[src/hdl/ppn_pkg.sv]
// ppn_pkg: constants for the parallel protocol negotiation block
// assumes a single 100 MHz clock and an APB register port
package ppn_pkg;
    // message header bytes of the protocol request
    localparam logic [7:0] EXT_MSG_BYTE = 8'h01;
    localparam logic [7:0] EXT_LEN_BYTE = 8'h06;
    localparam logic [7:0] PPR_CODE     = 8'h04;
    // field values with a fixed meaning
    localparam logic [7:0] PERIOD_ASYNC9 = 8'h09;
    localparam logic [7:0] OFFSET_ASYNC  = 8'h00;
    localparam logic [7:0] OFFSET_UNLIM  = 8'hFF;
    localparam logic [7:0] WIDTH_8       = 8'h00;
    localparam logic [7:0] WIDTH_16      = 8'h01;
    // option bits: bit0 iu, bit1 dt, bit2 qas
    localparam logic [2:0] OPT_ST   = 3'h0;
    localparam logic [2:0] OPT_DT   = 3'h2;
    localparam logic [2:0] OPT_IU   = 3'h3;
    localparam logic [2:0] OPT_QAS  = 3'h7;
    localparam int         OPT_IU_BIT = 0;
    // agreement record layout: period, offset, wide, options
    localparam int AGR_W = 20;
    localparam logic [AGR_W-1:0] AGR_RESET = 20'h00000;
    // register byte addresses
    localparam logic [7:0] REG_CAP    = 8'h00;
    localparam logic [7:0] REG_CTRL   = 8'h04;
    localparam logic [7:0] REG_START  = 8'h08;
    localparam logic [7:0] REG_STATUS = 8'h0C;
    // reset values of the registers
    localparam logic [19:0] CAP_RESET   = 20'hFFF0C;
    localparam logic [7:0]  CTRL_RESET  = 8'h30;
    // data-path modes decoded from the options
    typedef enum logic [1:0] {PPN_MODE_ST, PPN_MODE_DT_CRC, PPN_MODE_DT_IU, PPN_MODE_DT_IU_QAS} ppn_mode_t;
endpackage : ppn_pkg

[src/hdl/ppn_negotiator.sv]
// ppn_negotiator: tracks transfer agreements per peer and drives the protocol request exchange
// assumes a message-phase engine that decodes bytes and signals events as one-cycle pulses
// What this block does
// - reset, target reset, power cycle or transceiver change: all peers async, narrow, no options
// - a device with any option capability never rejects a received request
// - period and offset apply only to data phases; all else asynchronous
// - negotiated width applies only to data phases; all else eight bits
// - responder echoes values, raising period, lowering offset or width only as needed
// - senders stay within peer limits; slower or smaller offset is allowed
// - responder clears option bits until a supported legal combination remains
// - non-zero reply offset means synchronous, zero means asynchronous
// - non-zero reply width used by both; unsupported width is rejected by originator
// - options decode to ST, DT with CRC, DT with units, or units plus QAS
// - reply with options zero and period 9h means narrow asynchronous
// - reject, parity error, bus free or silence: narrow asynchronous, options zero
// - failure of the initial request keeps the previous agreement
// - abnormal end of target-originated exchange: narrow asynchronous ST
// - in target-originated exchange, agreement holds once target leaves message out
// - target unable to accept initiator answer rejects; both go narrow asynchronous
// - retries after parity errors; at the limit target forces bus free, async
// - initiator originates with attention; target answers with request or reject
// - abnormal end of initiator-originated exchange: narrow asynchronous ST
// - target reply holds only after good final byte without attention
// - request is extended message, length 06h, code 04h, then the fields
// - offset zero ignores period and options; FFh means unlimited offset
// - width 0 is 8-bit, 1 is 16-bit; options need 16-bit
// - a change of the units enable makes the target go to bus free
`timescale 1ns/100ps
module ppn_negotiator #(
    parameter int PEERS = 16,
    parameter int ID_W  = 4
) (
    // clock and reset
    input  wire logic            clk_sys_in,
    input  wire logic            reset_in,
    // apb slave
    input  wire logic            psel_in,
    input  wire logic            penable_in,
    input  wire logic            pwrite_in,
    input  wire logic [7:0]      paddr_in,
    input  wire logic [31:0]     pwdata_in,
    output logic                 pready_out,
    output logic [31:0]          prdata_out,
    output logic                 pslverr_out,
    // bus context
    input  wire logic            role_target_in,
    input  wire logic [ID_W-1:0] peer_id_in,
    input  wire logic            data_phase_in,
    // received request and events from the message engine
    input  wire logic            rx_ppr_in,
    input  wire logic [7:0]      rx_len_in,
    input  wire logic [7:0]      rx_code_in,
    input  wire logic [7:0]      rx_period_in,
    input  wire logic [7:0]      rx_offset_in,
    input  wire logic [7:0]      rx_width_in,
    input  wire logic [2:0]      rx_opts_in,
    input  wire logic            rx_reject_in,
    input  wire logic            rx_par_err_in,
    input  wire logic            bus_free_unexp_in,
    input  wire logic            tx_fail_in,
    input  wire logic            accept_in,
    input  wire logic            no_resp_in,
    input  wire logic            hard_reset_in,
    input  wire logic            target_reset_in,
    input  wire logic            xcvr_change_in,
    // request and actions towards the message engine
    output logic                 tx_ppr_out,
    output logic [7:0]           tx_period_out,
    output logic [7:0]           tx_offset_out,
    output logic [7:0]           tx_width_out,
    output logic [2:0]           tx_opts_out,
    output logic                 tx_reject_out,
    output logic                 atn_out,
    output logic                 bus_free_out,
    // agreement in force for the current peer
    output logic                 use_sync_out,
    output logic                 use_wide_out,
    output logic [7:0]           agr_period_out,
    output logic [7:0]           agr_offset_out,
    output ppn_pkg::ppn_mode_t   agr_mode_out
);
    typedef enum {ST_IDLE, ST_WAIT_REPLY, ST_WAIT_ACCEPT} ppn_state_t;

    // legal option combination at or below the asked one
    function automatic logic [2:0] legal_opts(input logic [2:0] o);
        if (o == ppn_pkg::OPT_QAS) legal_opts = ppn_pkg::OPT_QAS;
        else if (o[1:0] == 2'h3) legal_opts = ppn_pkg::OPT_IU;
        else if (o[1]) legal_opts = ppn_pkg::OPT_DT;
        else legal_opts = ppn_pkg::OPT_ST;
    endfunction : legal_opts

    // packs fields into an agreement, applying the async corner cases
    function automatic logic [19:0] norm_agr(input logic [7:0] p, input logic [7:0] off,
                                             input logic w, input logic [2:0] o);
        logic [2:0] oo;
        oo = legal_opts(o);
        if (!w) oo = ppn_pkg::OPT_ST;
        if (off == ppn_pkg::OFFSET_ASYNC) norm_agr = {8'h00, 8'h00, w, 3'h0};
        else if (oo == ppn_pkg::OPT_ST && p == ppn_pkg::PERIOD_ASYNC9)
            norm_agr = ppn_pkg::AGR_RESET;
        else norm_agr = {p, off, w, oo};                           // ffh stays unlimited
    endfunction : norm_agr

    // decode of the option field into a data-phase mode
    function automatic ppn_pkg::ppn_mode_t mode_of(input logic [2:0] o);
        case (o)
            ppn_pkg::OPT_DT:  mode_of = ppn_pkg::PPN_MODE_DT_CRC;
            ppn_pkg::OPT_IU:  mode_of = ppn_pkg::PPN_MODE_DT_IU;
            ppn_pkg::OPT_QAS: mode_of = ppn_pkg::PPN_MODE_DT_IU_QAS;
            default:          mode_of = ppn_pkg::PPN_MODE_ST;
        endcase
    endfunction : mode_of

    logic [ppn_pkg::AGR_W-1:0] agr_mem [PEERS];
    logic [19:0]               cap_r;
    logic [7:0]                ctrl_r;
    logic                      start_r;
    logic [ID_W-1:0]           start_peer_r;
    ppn_state_t                state_r;
    logic [ID_W-1:0]           pend_peer_r;
    logic [19:0]               pend_agr_r;
    logic [3:0]                retry_r;
    logic                      we_r;
    logic [19:0]               resp_agr;
    logic [19:0]               cur_agr;
    logic                      rx_hdr_ok;
    logic                      wide_bad;
    logic                      fail_evt;
    logic                      reset_evt;
    logic                      retry_go;
    logic                      commit;
    logic                      fallback;
    logic                      apb_acc;

    // capability fields: min period, max offset, wide, options
    wire logic [7:0] cap_period = cap_r[7:0];
    wire logic [7:0] cap_offset = cap_r[15:8];
    wire logic       cap_wide   = cap_r[16];
    wire logic [2:0] cap_opts   = cap_r[19:17];

    assign apb_acc   = psel_in && penable_in && !pready_out;
    assign reset_evt = hard_reset_in || target_reset_in || xcvr_change_in;
    assign rx_hdr_ok = rx_ppr_in && rx_len_in == ppn_pkg::EXT_LEN_BYTE
                       && rx_code_in == ppn_pkg::PPR_CODE;
    assign fail_evt  = rx_reject_in || rx_par_err_in || bus_free_unexp_in || no_resp_in;
    assign wide_bad  = rx_width_in > ppn_pkg::WIDTH_16
                       || (rx_width_in == ppn_pkg::WIDTH_16 && !cap_wide);
    assign retry_go  = role_target_in && rx_par_err_in && retry_r < ctrl_r[7:4];
    assign cur_agr   = agr_mem[peer_id_in];

    // responder values: slower, smaller, narrower only where needed
    always_comb begin
        logic [7:0] p;
        logic [7:0] o;
        p = (rx_period_in < cap_period) ? cap_period : rx_period_in;
        o = (rx_offset_in > cap_offset) ? cap_offset : rx_offset_in;
        resp_agr = norm_agr(p, o, rx_width_in == ppn_pkg::WIDTH_16 && cap_wide,
                            rx_opts_in & cap_opts);
    end

    // apb registers; pready comes one cycle into the access phase
    always_ff @(posedge clk_sys_in) begin
        if (reset_in) begin
            pready_out   <= 1'b0;
            pslverr_out  <= 1'b0;
            prdata_out   <= 32'h00000000;
            cap_r        <= ppn_pkg::CAP_RESET;
            ctrl_r       <= ppn_pkg::CTRL_RESET;
            start_r      <= 1'b0;
            start_peer_r <= '0;
        end else begin
            pready_out  <= apb_acc;
            pslverr_out <= 1'b0;
            start_r     <= 1'b0;
            prdata_out  <= 32'h00000000;
            if (apb_acc) begin
                case (paddr_in)
                    ppn_pkg::REG_CAP: begin
                        if (pwrite_in) cap_r <= pwdata_in[19:0];
                        prdata_out <= {12'h000, cap_r};
                    end
                    ppn_pkg::REG_CTRL: begin
                        if (pwrite_in) ctrl_r <= pwdata_in[7:0];
                        prdata_out <= {24'h000000, ctrl_r};
                    end
                    ppn_pkg::REG_START: begin
                        if (pwrite_in) begin
                            start_r      <= 1'b1;
                            start_peer_r <= pwdata_in[ID_W-1:0];
                        end
                    end
                    ppn_pkg::REG_STATUS: begin
                        prdata_out <= {6'h00, state_r == ST_IDLE ? 2'h0 : 2'h1, retry_r,
                                       agr_mem[ctrl_r[ID_W-1:0]]};
                    end
                    default: pslverr_out <= 1'b1;
                endcase
            end
        end
    end

    // negotiation sequence; failure events act on the pending peer only, reset events clear all peers
    always_ff @(posedge clk_sys_in) begin
        if (reset_in) begin
            state_r       <= ST_IDLE;
            pend_peer_r   <= '0;
            pend_agr_r    <= ppn_pkg::AGR_RESET;
            retry_r       <= 4'h0;
            tx_ppr_out    <= 1'b0;
            tx_period_out <= 8'h00;
            tx_offset_out <= 8'h00;
            tx_width_out  <= 8'h00;
            tx_opts_out   <= 3'h0;
            tx_reject_out <= 1'b0;
            atn_out       <= 1'b0;
            commit        <= 1'b0;
            fallback      <= 1'b0;
        end else begin
            tx_ppr_out    <= 1'b0;
            tx_reject_out <= 1'b0;
            atn_out       <= 1'b0;
            commit        <= 1'b0;
            fallback      <= 1'b0;
            if (reset_evt) begin
                state_r <= ST_IDLE;
                retry_r <= 4'h0;
            end else begin
                case (state_r)
                    ST_IDLE: begin
                        retry_r <= 4'h0;
                        if (rx_hdr_ok) begin
                            // never answered by a reject while any option is supported
                            tx_ppr_out    <= 1'b1;
                            tx_period_out <= resp_agr[19:12];
                            tx_offset_out <= resp_agr[11:4];
                            tx_width_out  <= {7'h00, resp_agr[3]};
                            tx_opts_out   <= resp_agr[2:0];
                            pend_peer_r   <= peer_id_in;
                            pend_agr_r    <= resp_agr;
                            state_r       <= ST_WAIT_ACCEPT;
                        end else if (start_r) begin
                            tx_ppr_out    <= 1'b1;
                            atn_out       <= !role_target_in;
                            tx_period_out <= cap_period;
                            tx_offset_out <= cap_offset;
                            tx_width_out  <= {7'h00, cap_wide};
                            tx_opts_out   <= cap_opts;
                            pend_peer_r   <= start_peer_r;
                            state_r       <= ST_WAIT_REPLY;
                        end
                    end
                    ST_WAIT_REPLY: begin
                        if (tx_fail_in) begin
                            state_r <= ST_IDLE;                      // keeps old agreement
                        end else if (rx_hdr_ok && wide_bad) begin
                            tx_reject_out <= 1'b1;
                            atn_out       <= !role_target_in;
                            fallback      <= 1'b1;
                            state_r       <= ST_IDLE;
                        end else if (rx_hdr_ok) begin
                            pend_agr_r <= norm_agr(rx_period_in, rx_offset_in,
                                                   rx_width_in == ppn_pkg::WIDTH_16, rx_opts_in);
                            commit     <= 1'b1;                      // good last byte, no attention
                            state_r    <= ST_IDLE;
                        end else if (fail_evt) begin
                            fallback <= 1'b1;
                            state_r  <= ST_IDLE;
                        end
                    end
                    ST_WAIT_ACCEPT: begin
                        if (accept_in) begin
                            commit  <= 1'b1;                         // leaves message out
                            state_r <= ST_IDLE;
                        end else if (retry_go) begin
                            retry_r    <= retry_r + 4'h1;            // resend the same answer
                            tx_ppr_out <= 1'b1;
                        end else if (fail_evt || tx_fail_in) begin
                            fallback <= 1'b1;
                            state_r  <= ST_IDLE;
                        end
                    end
                    default: state_r <= ST_IDLE;
                endcase
            end
        end
    end

    // target ends with an unexpected bus free at the retry limit or when a commit changes the units enable
    always_ff @(posedge clk_sys_in) begin
        if (reset_in) begin
            bus_free_out <= 1'b0;
            we_r         <= 1'b0;
        end else begin
            we_r         <= commit;
            bus_free_out <= (state_r == ST_WAIT_ACCEPT && role_target_in && rx_par_err_in && !retry_go
                             && !reset_evt && !accept_in)
                            || (commit && role_target_in
                                && pend_agr_r[ppn_pkg::OPT_IU_BIT] != agr_mem[pend_peer_r][ppn_pkg::OPT_IU_BIT]);
        end
    end

    // agreement table, one record per peer
    always_ff @(posedge clk_sys_in) begin
        if (reset_in || reset_evt) begin
            for (int i = 0; i < PEERS; i++) agr_mem[i] <= ppn_pkg::AGR_RESET;
        end else if (commit) begin
            agr_mem[pend_peer_r] <= pend_agr_r;
        end else if (fallback) begin
            agr_mem[pend_peer_r] <= ppn_pkg::AGR_RESET;
        end
    end

    // limits for the current peer; only data phases may go sync or wide
    always_ff @(posedge clk_sys_in) begin
        if (reset_in) begin
            use_sync_out   <= 1'b0;
            use_wide_out   <= 1'b0;
            agr_period_out <= 8'h00;
            agr_offset_out <= 8'h00;
            agr_mode_out   <= ppn_pkg::PPN_MODE_ST;
        end else begin
            use_sync_out   <= data_phase_in && cur_agr[11:4] != ppn_pkg::OFFSET_ASYNC;
            use_wide_out   <= data_phase_in && cur_agr[3];
            agr_period_out <= cur_agr[19:12];                        // sender may go slower
            agr_offset_out <= cur_agr[11:4];
            agr_mode_out   <= mode_of(cur_agr[2:0]);
        end
    end
endmodule : ppn_negotiator

[config.mk]
export PLATFORM = sky130hd
export DESIGN_NAME = ppn_negotiator
export DESIGN_NICKNAME = d
export VERILOG_FILES = /design/src/hdl/ppn_pkg.sv /design/src/hdl/ppn_negotiator.sv
export SDC_FILE = /design/constraint.sdc
export NUM_CORES = 1
export LEC_CHECK = 0
export BUFFER_PORTS_ARGS = -buffer_cell sky130_fd_sc_hd__buf_4
export CORE_MARGIN = 1.5
export CORE_UTILIZATION = 60
export DETAILED_ROUTE_END_ITERATION = 10
export PLACE_DENSITY = 0.89
export SLEW_MARGIN = 20
export SYNTH_ARGS = -nofsm -noshare
export SYNTH_HDL_FRONTEND = slang
export SYNTH_SLANG_ARGS = --single-unit
[constraint.sdc]
create_clock -name clk_sys_in -period 6.8 [get_ports clk_sys_in]
set_input_delay 1.36 -clock clk_sys_in [delete_from_list [all_inputs] [get_ports clk_sys_in]]
set_output_delay 1.36 -clock clk_sys_in [all_outputs]
set_load 0.005 [all_outputs]
After elaboration in Yosys (flattened, before gate mapping) --
Memories as Yosys holds them, arrays and structs flattened. A register that Yosys moved wholly into a read port is not among the register bits. Index checks and enable logic that the tools add are counted.
Cells by class: reduce and logical (&&, ||, !) cells 59, eq/ne operators 29, order comparisons 4, mux-type cells 94, bitwise logic cells 6, $add $sub $neg 1
Operators by type and width (number):
- $mux 32 | 9
- $mux 20 | 10
- $pmux 32 s3 | 1
- $pmux 25 s3 | 1
- $logic_not 32->1 | 2
- $mux 8 | 8
- $pmux 20 s2 | 1
- $mux 3 | 12
- $mux 4 | 9
- $mux 1 | 33
- $eq 32x1->1 const B | 1
- $eq 32x2->1 const B | 1
- $eq 32x3->1 const B | 1
- $eq 8x4->1 const B | 4
- $eq 8x3->1 const B | 3
- $logic_not 8->1 | 3
- $logic_and 1x1->1 | 20
- $reduce_or 20->1 | 1
- $reduce_and 3->1 | 5
- $ne 2x2->1 const B | 6
- $eq 3x3->1 const B | 3
- $logic_or 1x1->1 | 9
- $ne 3x3->1 const B | 3
- $eq 8x1->1 const B | 1
- other kinds (25) | 46
Word-level totals: memories 1, bits in writable memories 320, output and inout port bits 85, register bits 180, logic and storage cells 220, input bits 104
Memories:
- agr_mem | depth 16, width 20, read ports 3, clocked after memory_dff 2, wr ports 16, line ppn_negotiator.sv:114 | logic [ppn_pkg::AGR_W-1:0] agr_mem [PEERS];

Longest topological paths before layout --
depth in word-level cells 18, gate-level depth with buffers 11, mapped depth without buffers 9

Worst setup path before layout --
OpenSTA, ideal clock, no wires.
kind input-to-reg, from in reset_in, to mem agr_mem[12][0] in the netlist's numbering (enable), setup slack 3299 ps, required time 6423 ps, arrival time 3125 ps, setup time 377 ps, buffers on the path 3, stages on the path 7, path through clkbuf_1 -> nand2b_1 -> clkbuf_1 -> nor4_1 -> nand3_1 -> clkbuf_1 -> nand2_1
RTL lines:
- from (decl) | line ppn_negotiator.sv:35 | input wire logic reset_in,
- to (decl) | line ppn_negotiator.sv:114

==> results.md <==
* # DRC at 0
* Htree depth at 2
* CP startpoint kind: primary input
* Final TNS setup at 0 ns
* CTS Hold Bufs at 0
* CP Class: primary input to flip-flop
* RSZ-0062 raised after global routing: false
* Drt pass-1 iters at 8
* Final hold vios at 0
* ANT nets after route at 0
* FMAX at 0.231 GHz
* Crit path to: agr_mem[4][6]$_SDFFCE_PN0P_
* Leak pwr at 9.66 nW
* Critical path cell sequence: buf_4 -> nor3_1 -> nand2b_1 -> nor4_1 -> nand2_1 -> buf_4 -> nand2_1
* EDFF count, synth at 320
* Critical Path Start: target_reset_in
* Power per cell area at 233 nW/um^2
* GRT overflow at 0
* Fin crit period at 4.33 ns
* Slew Viols, Final at 0
* FF+latch area at 12,500 um^2
* Xor and xnor area share after synthesis at 0.153%
* Post-CTS Resized at 0
* Largest net degree at the start of global routing at 72
* Library cells used by synthesis at 70
* Area occupied by multi-input gates at 9650 um^2
* Fillers at 2,422
* Layout Cells excl Fill at 2,479
* Total core area at 37,700 um^2
* Syn avg cell area at 12.5 um^2
* Worst-path clk slew at 0.06 ns
* Critical path endpoint category: flip-flop
* Post-DP HPWL at 46,100 um
* CTS tree: yes
* Top Family by Delay on Critical Path: simple AND/OR/NAND/NOR gates
* Skew-Pair Late Insertion Delay at 0.58 ns
* Post-Synth Simple-Gate Area at 14.2%
* Register area share after synthesis at 54.4%
* CTS Sinks at 464
* Register-to-Register Path Depth at 5
* Initial antenna violation count at 3
* Fraction of layout instances using a drive strength above 1 at 25.5%
* Worst EP required at 6.99 ns
* Postcts setup bufs at 0
* Drt first-iter violations at 2,682
* Critical Path Stages at 7
* Largest family of logic cells by synthesized area: multiplexers
* Die Y at 199 um
* Chip width at 199 um
* First-pass GRT wire length at 106,000 um
* Cell area after synthesis at 23,000 um^2
* # rows at 71
* CP max-delay cell: nor4_1
* Top area cells in the synthesized netlist: edfxtp_1 (42%), mux4_2 (18%), dfxtp_1 (13%)
* Die area at 39,400 um^2
* Routed WL per cell at 29.1 um
* Routability cong. at 1.03
* Post-synthesis compound-gate area fraction at 6.10%
* Buffers & Inverters on Critical Path at 2
* Max FO, Critical Path at 21
* Leading cell type in the layout, fill and taps excluded: nor2_1
* Worst R2R Setup Slack at 3.36 ns
* Routed WL at 72,300 um
* Async S/R FF share, synth at 0%
* Slew headroom at 18.9%
* Vias per cell at 7.07
* Status: completed
* Placed instance count at 2,391
* Syn. warnings at 0
* Io pins at 189
* Worst IR drop on VDD at 0.000190 V
* TritonCTS buffer count at 46
* Initial core utilization at 60.9%
* Total of max-cap violations at 0
* RR Endpoint: prdata_out[10]$_SDFF_PP0_
* Worst slew pin tran at 1.21 ns
* Total number of vias at 17,526
* Clk root buf: clkbuf_16
* GRT Total Usage at 36.8%
* #FFs+latches synth at 464
* Clk buf depth at 3
* Top cell type's share of synthesized area at 41.9%
* Layout area overhead at 12.9%
* Tcrit/Tclk final at 63.6%
* Cell taking the most area after synthesis: edfxtp_1
* Ys flop type: edfxtp_1
* Post-Syn Instances at 1,839
* Buffers added on ports at 162
* Commonest non-fill, non-tap cells in the layout: nor2_1 (427), edfxtp_1 (320), buf_4 (196)
* HP Class: flip-flop to flip-flop
* Synth Area in Adders at 1.20%
* Final nets at 2,055
* Arrival time of the worst setup path at 4.52 ns
* Post-synthesis mux area share at 20.0%
* Clk_skew at 0.0132 ns
* Crit-path max cell delay at 0.98 ns
* Final setup viols at 0
* Vias in the first global route at 17,527
[how the worst min path moves through the flow]
stage,start,to,slack [ns],cells after the start
floorplan,ctrl_r[5]$_SDFFE_PP1P_,ctrl_r[5]$_SDFFE_PP1P_,0.46,1
global placement,pready_out$_SDFF_PP0_,pready_out$_SDFF_PP0_,0.46,1
detailed placement,pready_out$_SDFF_PP0_,pready_out$_SDFF_PP0_,0.48,1
CTS,pready_out$_SDFF_PP0_,pready_out$_SDFF_PP0_,0.49,1
global route,tx_period_out[0]$_SDFFE_PP0P_,tx_period_out[0]$_SDFFE_PP0P_,0.52,2
finish,pready_out$_SDFF_PP0_,pready_out$_SDFF_PP0_,0.49,1
[sequential cells by signal, indices dropped and copies added, names as in the netlist, 8 cells and up, named ones only]
register / flops
ctrl_r: 8
agr_period_out: 8
pend_agr_r: 20
agr_offset_out: 8
prdata_out: 25
tx_offset_out: 8
tx_period_out: 8
cap_r: 20
agr_mem: 320
[layout make-up]
cell class | instances | share of cell area [%]
repair buffers | 197 | 5.69
clock buffers | 73 | 5.46
diodes | 1 | 0.00965
flip-flops and latches | 464 | 48.2
well taps | 511 | 2.47
clock inverters | 13 | 0.589
inverters | 24 | 0.347
multi-input cells | 1196 | 37.2
[cells by family (layout without fill, tap and decap cells)]
kind of cell / Yosys count / after routing
simple gates: 736 / 736
flops: 464 / 464
mux: 227 / 227
compound gates: 193 / 193
buf+inv: 192 / 307
fa+ha+maj: 22 / 22
xor+xnor: 4 / 4
other cells: 1 / 15
[where the power goes]
part	total [mW]	leakage [nW]	internal [mW]	switching [mW]
combinational	0.298	3.90	0.133	0.165
clock	2.66	0.769	1.55	1.12
sequential	3.08	4.99	3.05	0.0338
total	6.04	9.66	4.73	1.31
[routing by layer]
layer	vias up	routed length (um)	global-route usage, %
li1	6995	-	-
met1	8407	22500	42.6
met2	1664	34400	59.9
met3	454	10100	11.0
met4	6	5200	24.1
met5	-	41	0
[worst register-to-register path, delay by kind of cell (launching register included)]
kind / cells / cell delay [ns]
flops: 1 / 1.03
compound gates: 2 / 0.43
mux: 2 / 1.13
buf+inv: 1 / 0.73
[per-stage QoR]
step	hold WS, ns	cell area (um^2)	worst slack [ns]	power (mW)	utilization (%)
after global placement	0.461	24300	2.11	3.40	64.6
after detailed placement	0.482	24300	1.97	3.42	64.6
after floorplan	0.458	23000	3.30	3.30	-
after global routing	0.523	25900	2.46	6.13	68.8
after CTS	0.490	25900	2.45	6.00	68.7
final	0.491	25900	2.47	6.04	68.8
[Yosys cell counts, types with 3 or more instances]
master and instances:
a211oi_1 30, a21o_1 3, a21oi_1 47, a221oi_1 10, a22o_1 20, a311oi_1 4
a31oi_1 18, and2_1 11, and3_1 5, buf_1 10, buf_2 23, buf_4 16
buf_6 6, clkbuf_1 109, clkbuf_8 3, dfxtp_1 144, edfxtp_1 320, ha_1 22
inv_1 24, mux2i_1 41, mux4_2 185, nand2_1 138, nand2b_1 7, nand3_1 23
nand3b_1 24, nand4_1 8, nor2_1 427, nor2b_1 32, nor3_1 20, nor3_2 12
nor4_1 7, o21ai_0 12, o21bai_1 8, o311a_1 4, o311a_2 7, o31a_1 9
or3_1 4, or4_1 3, xor2_1 4
Note: power is estimated with default switching activity, not from simulation.
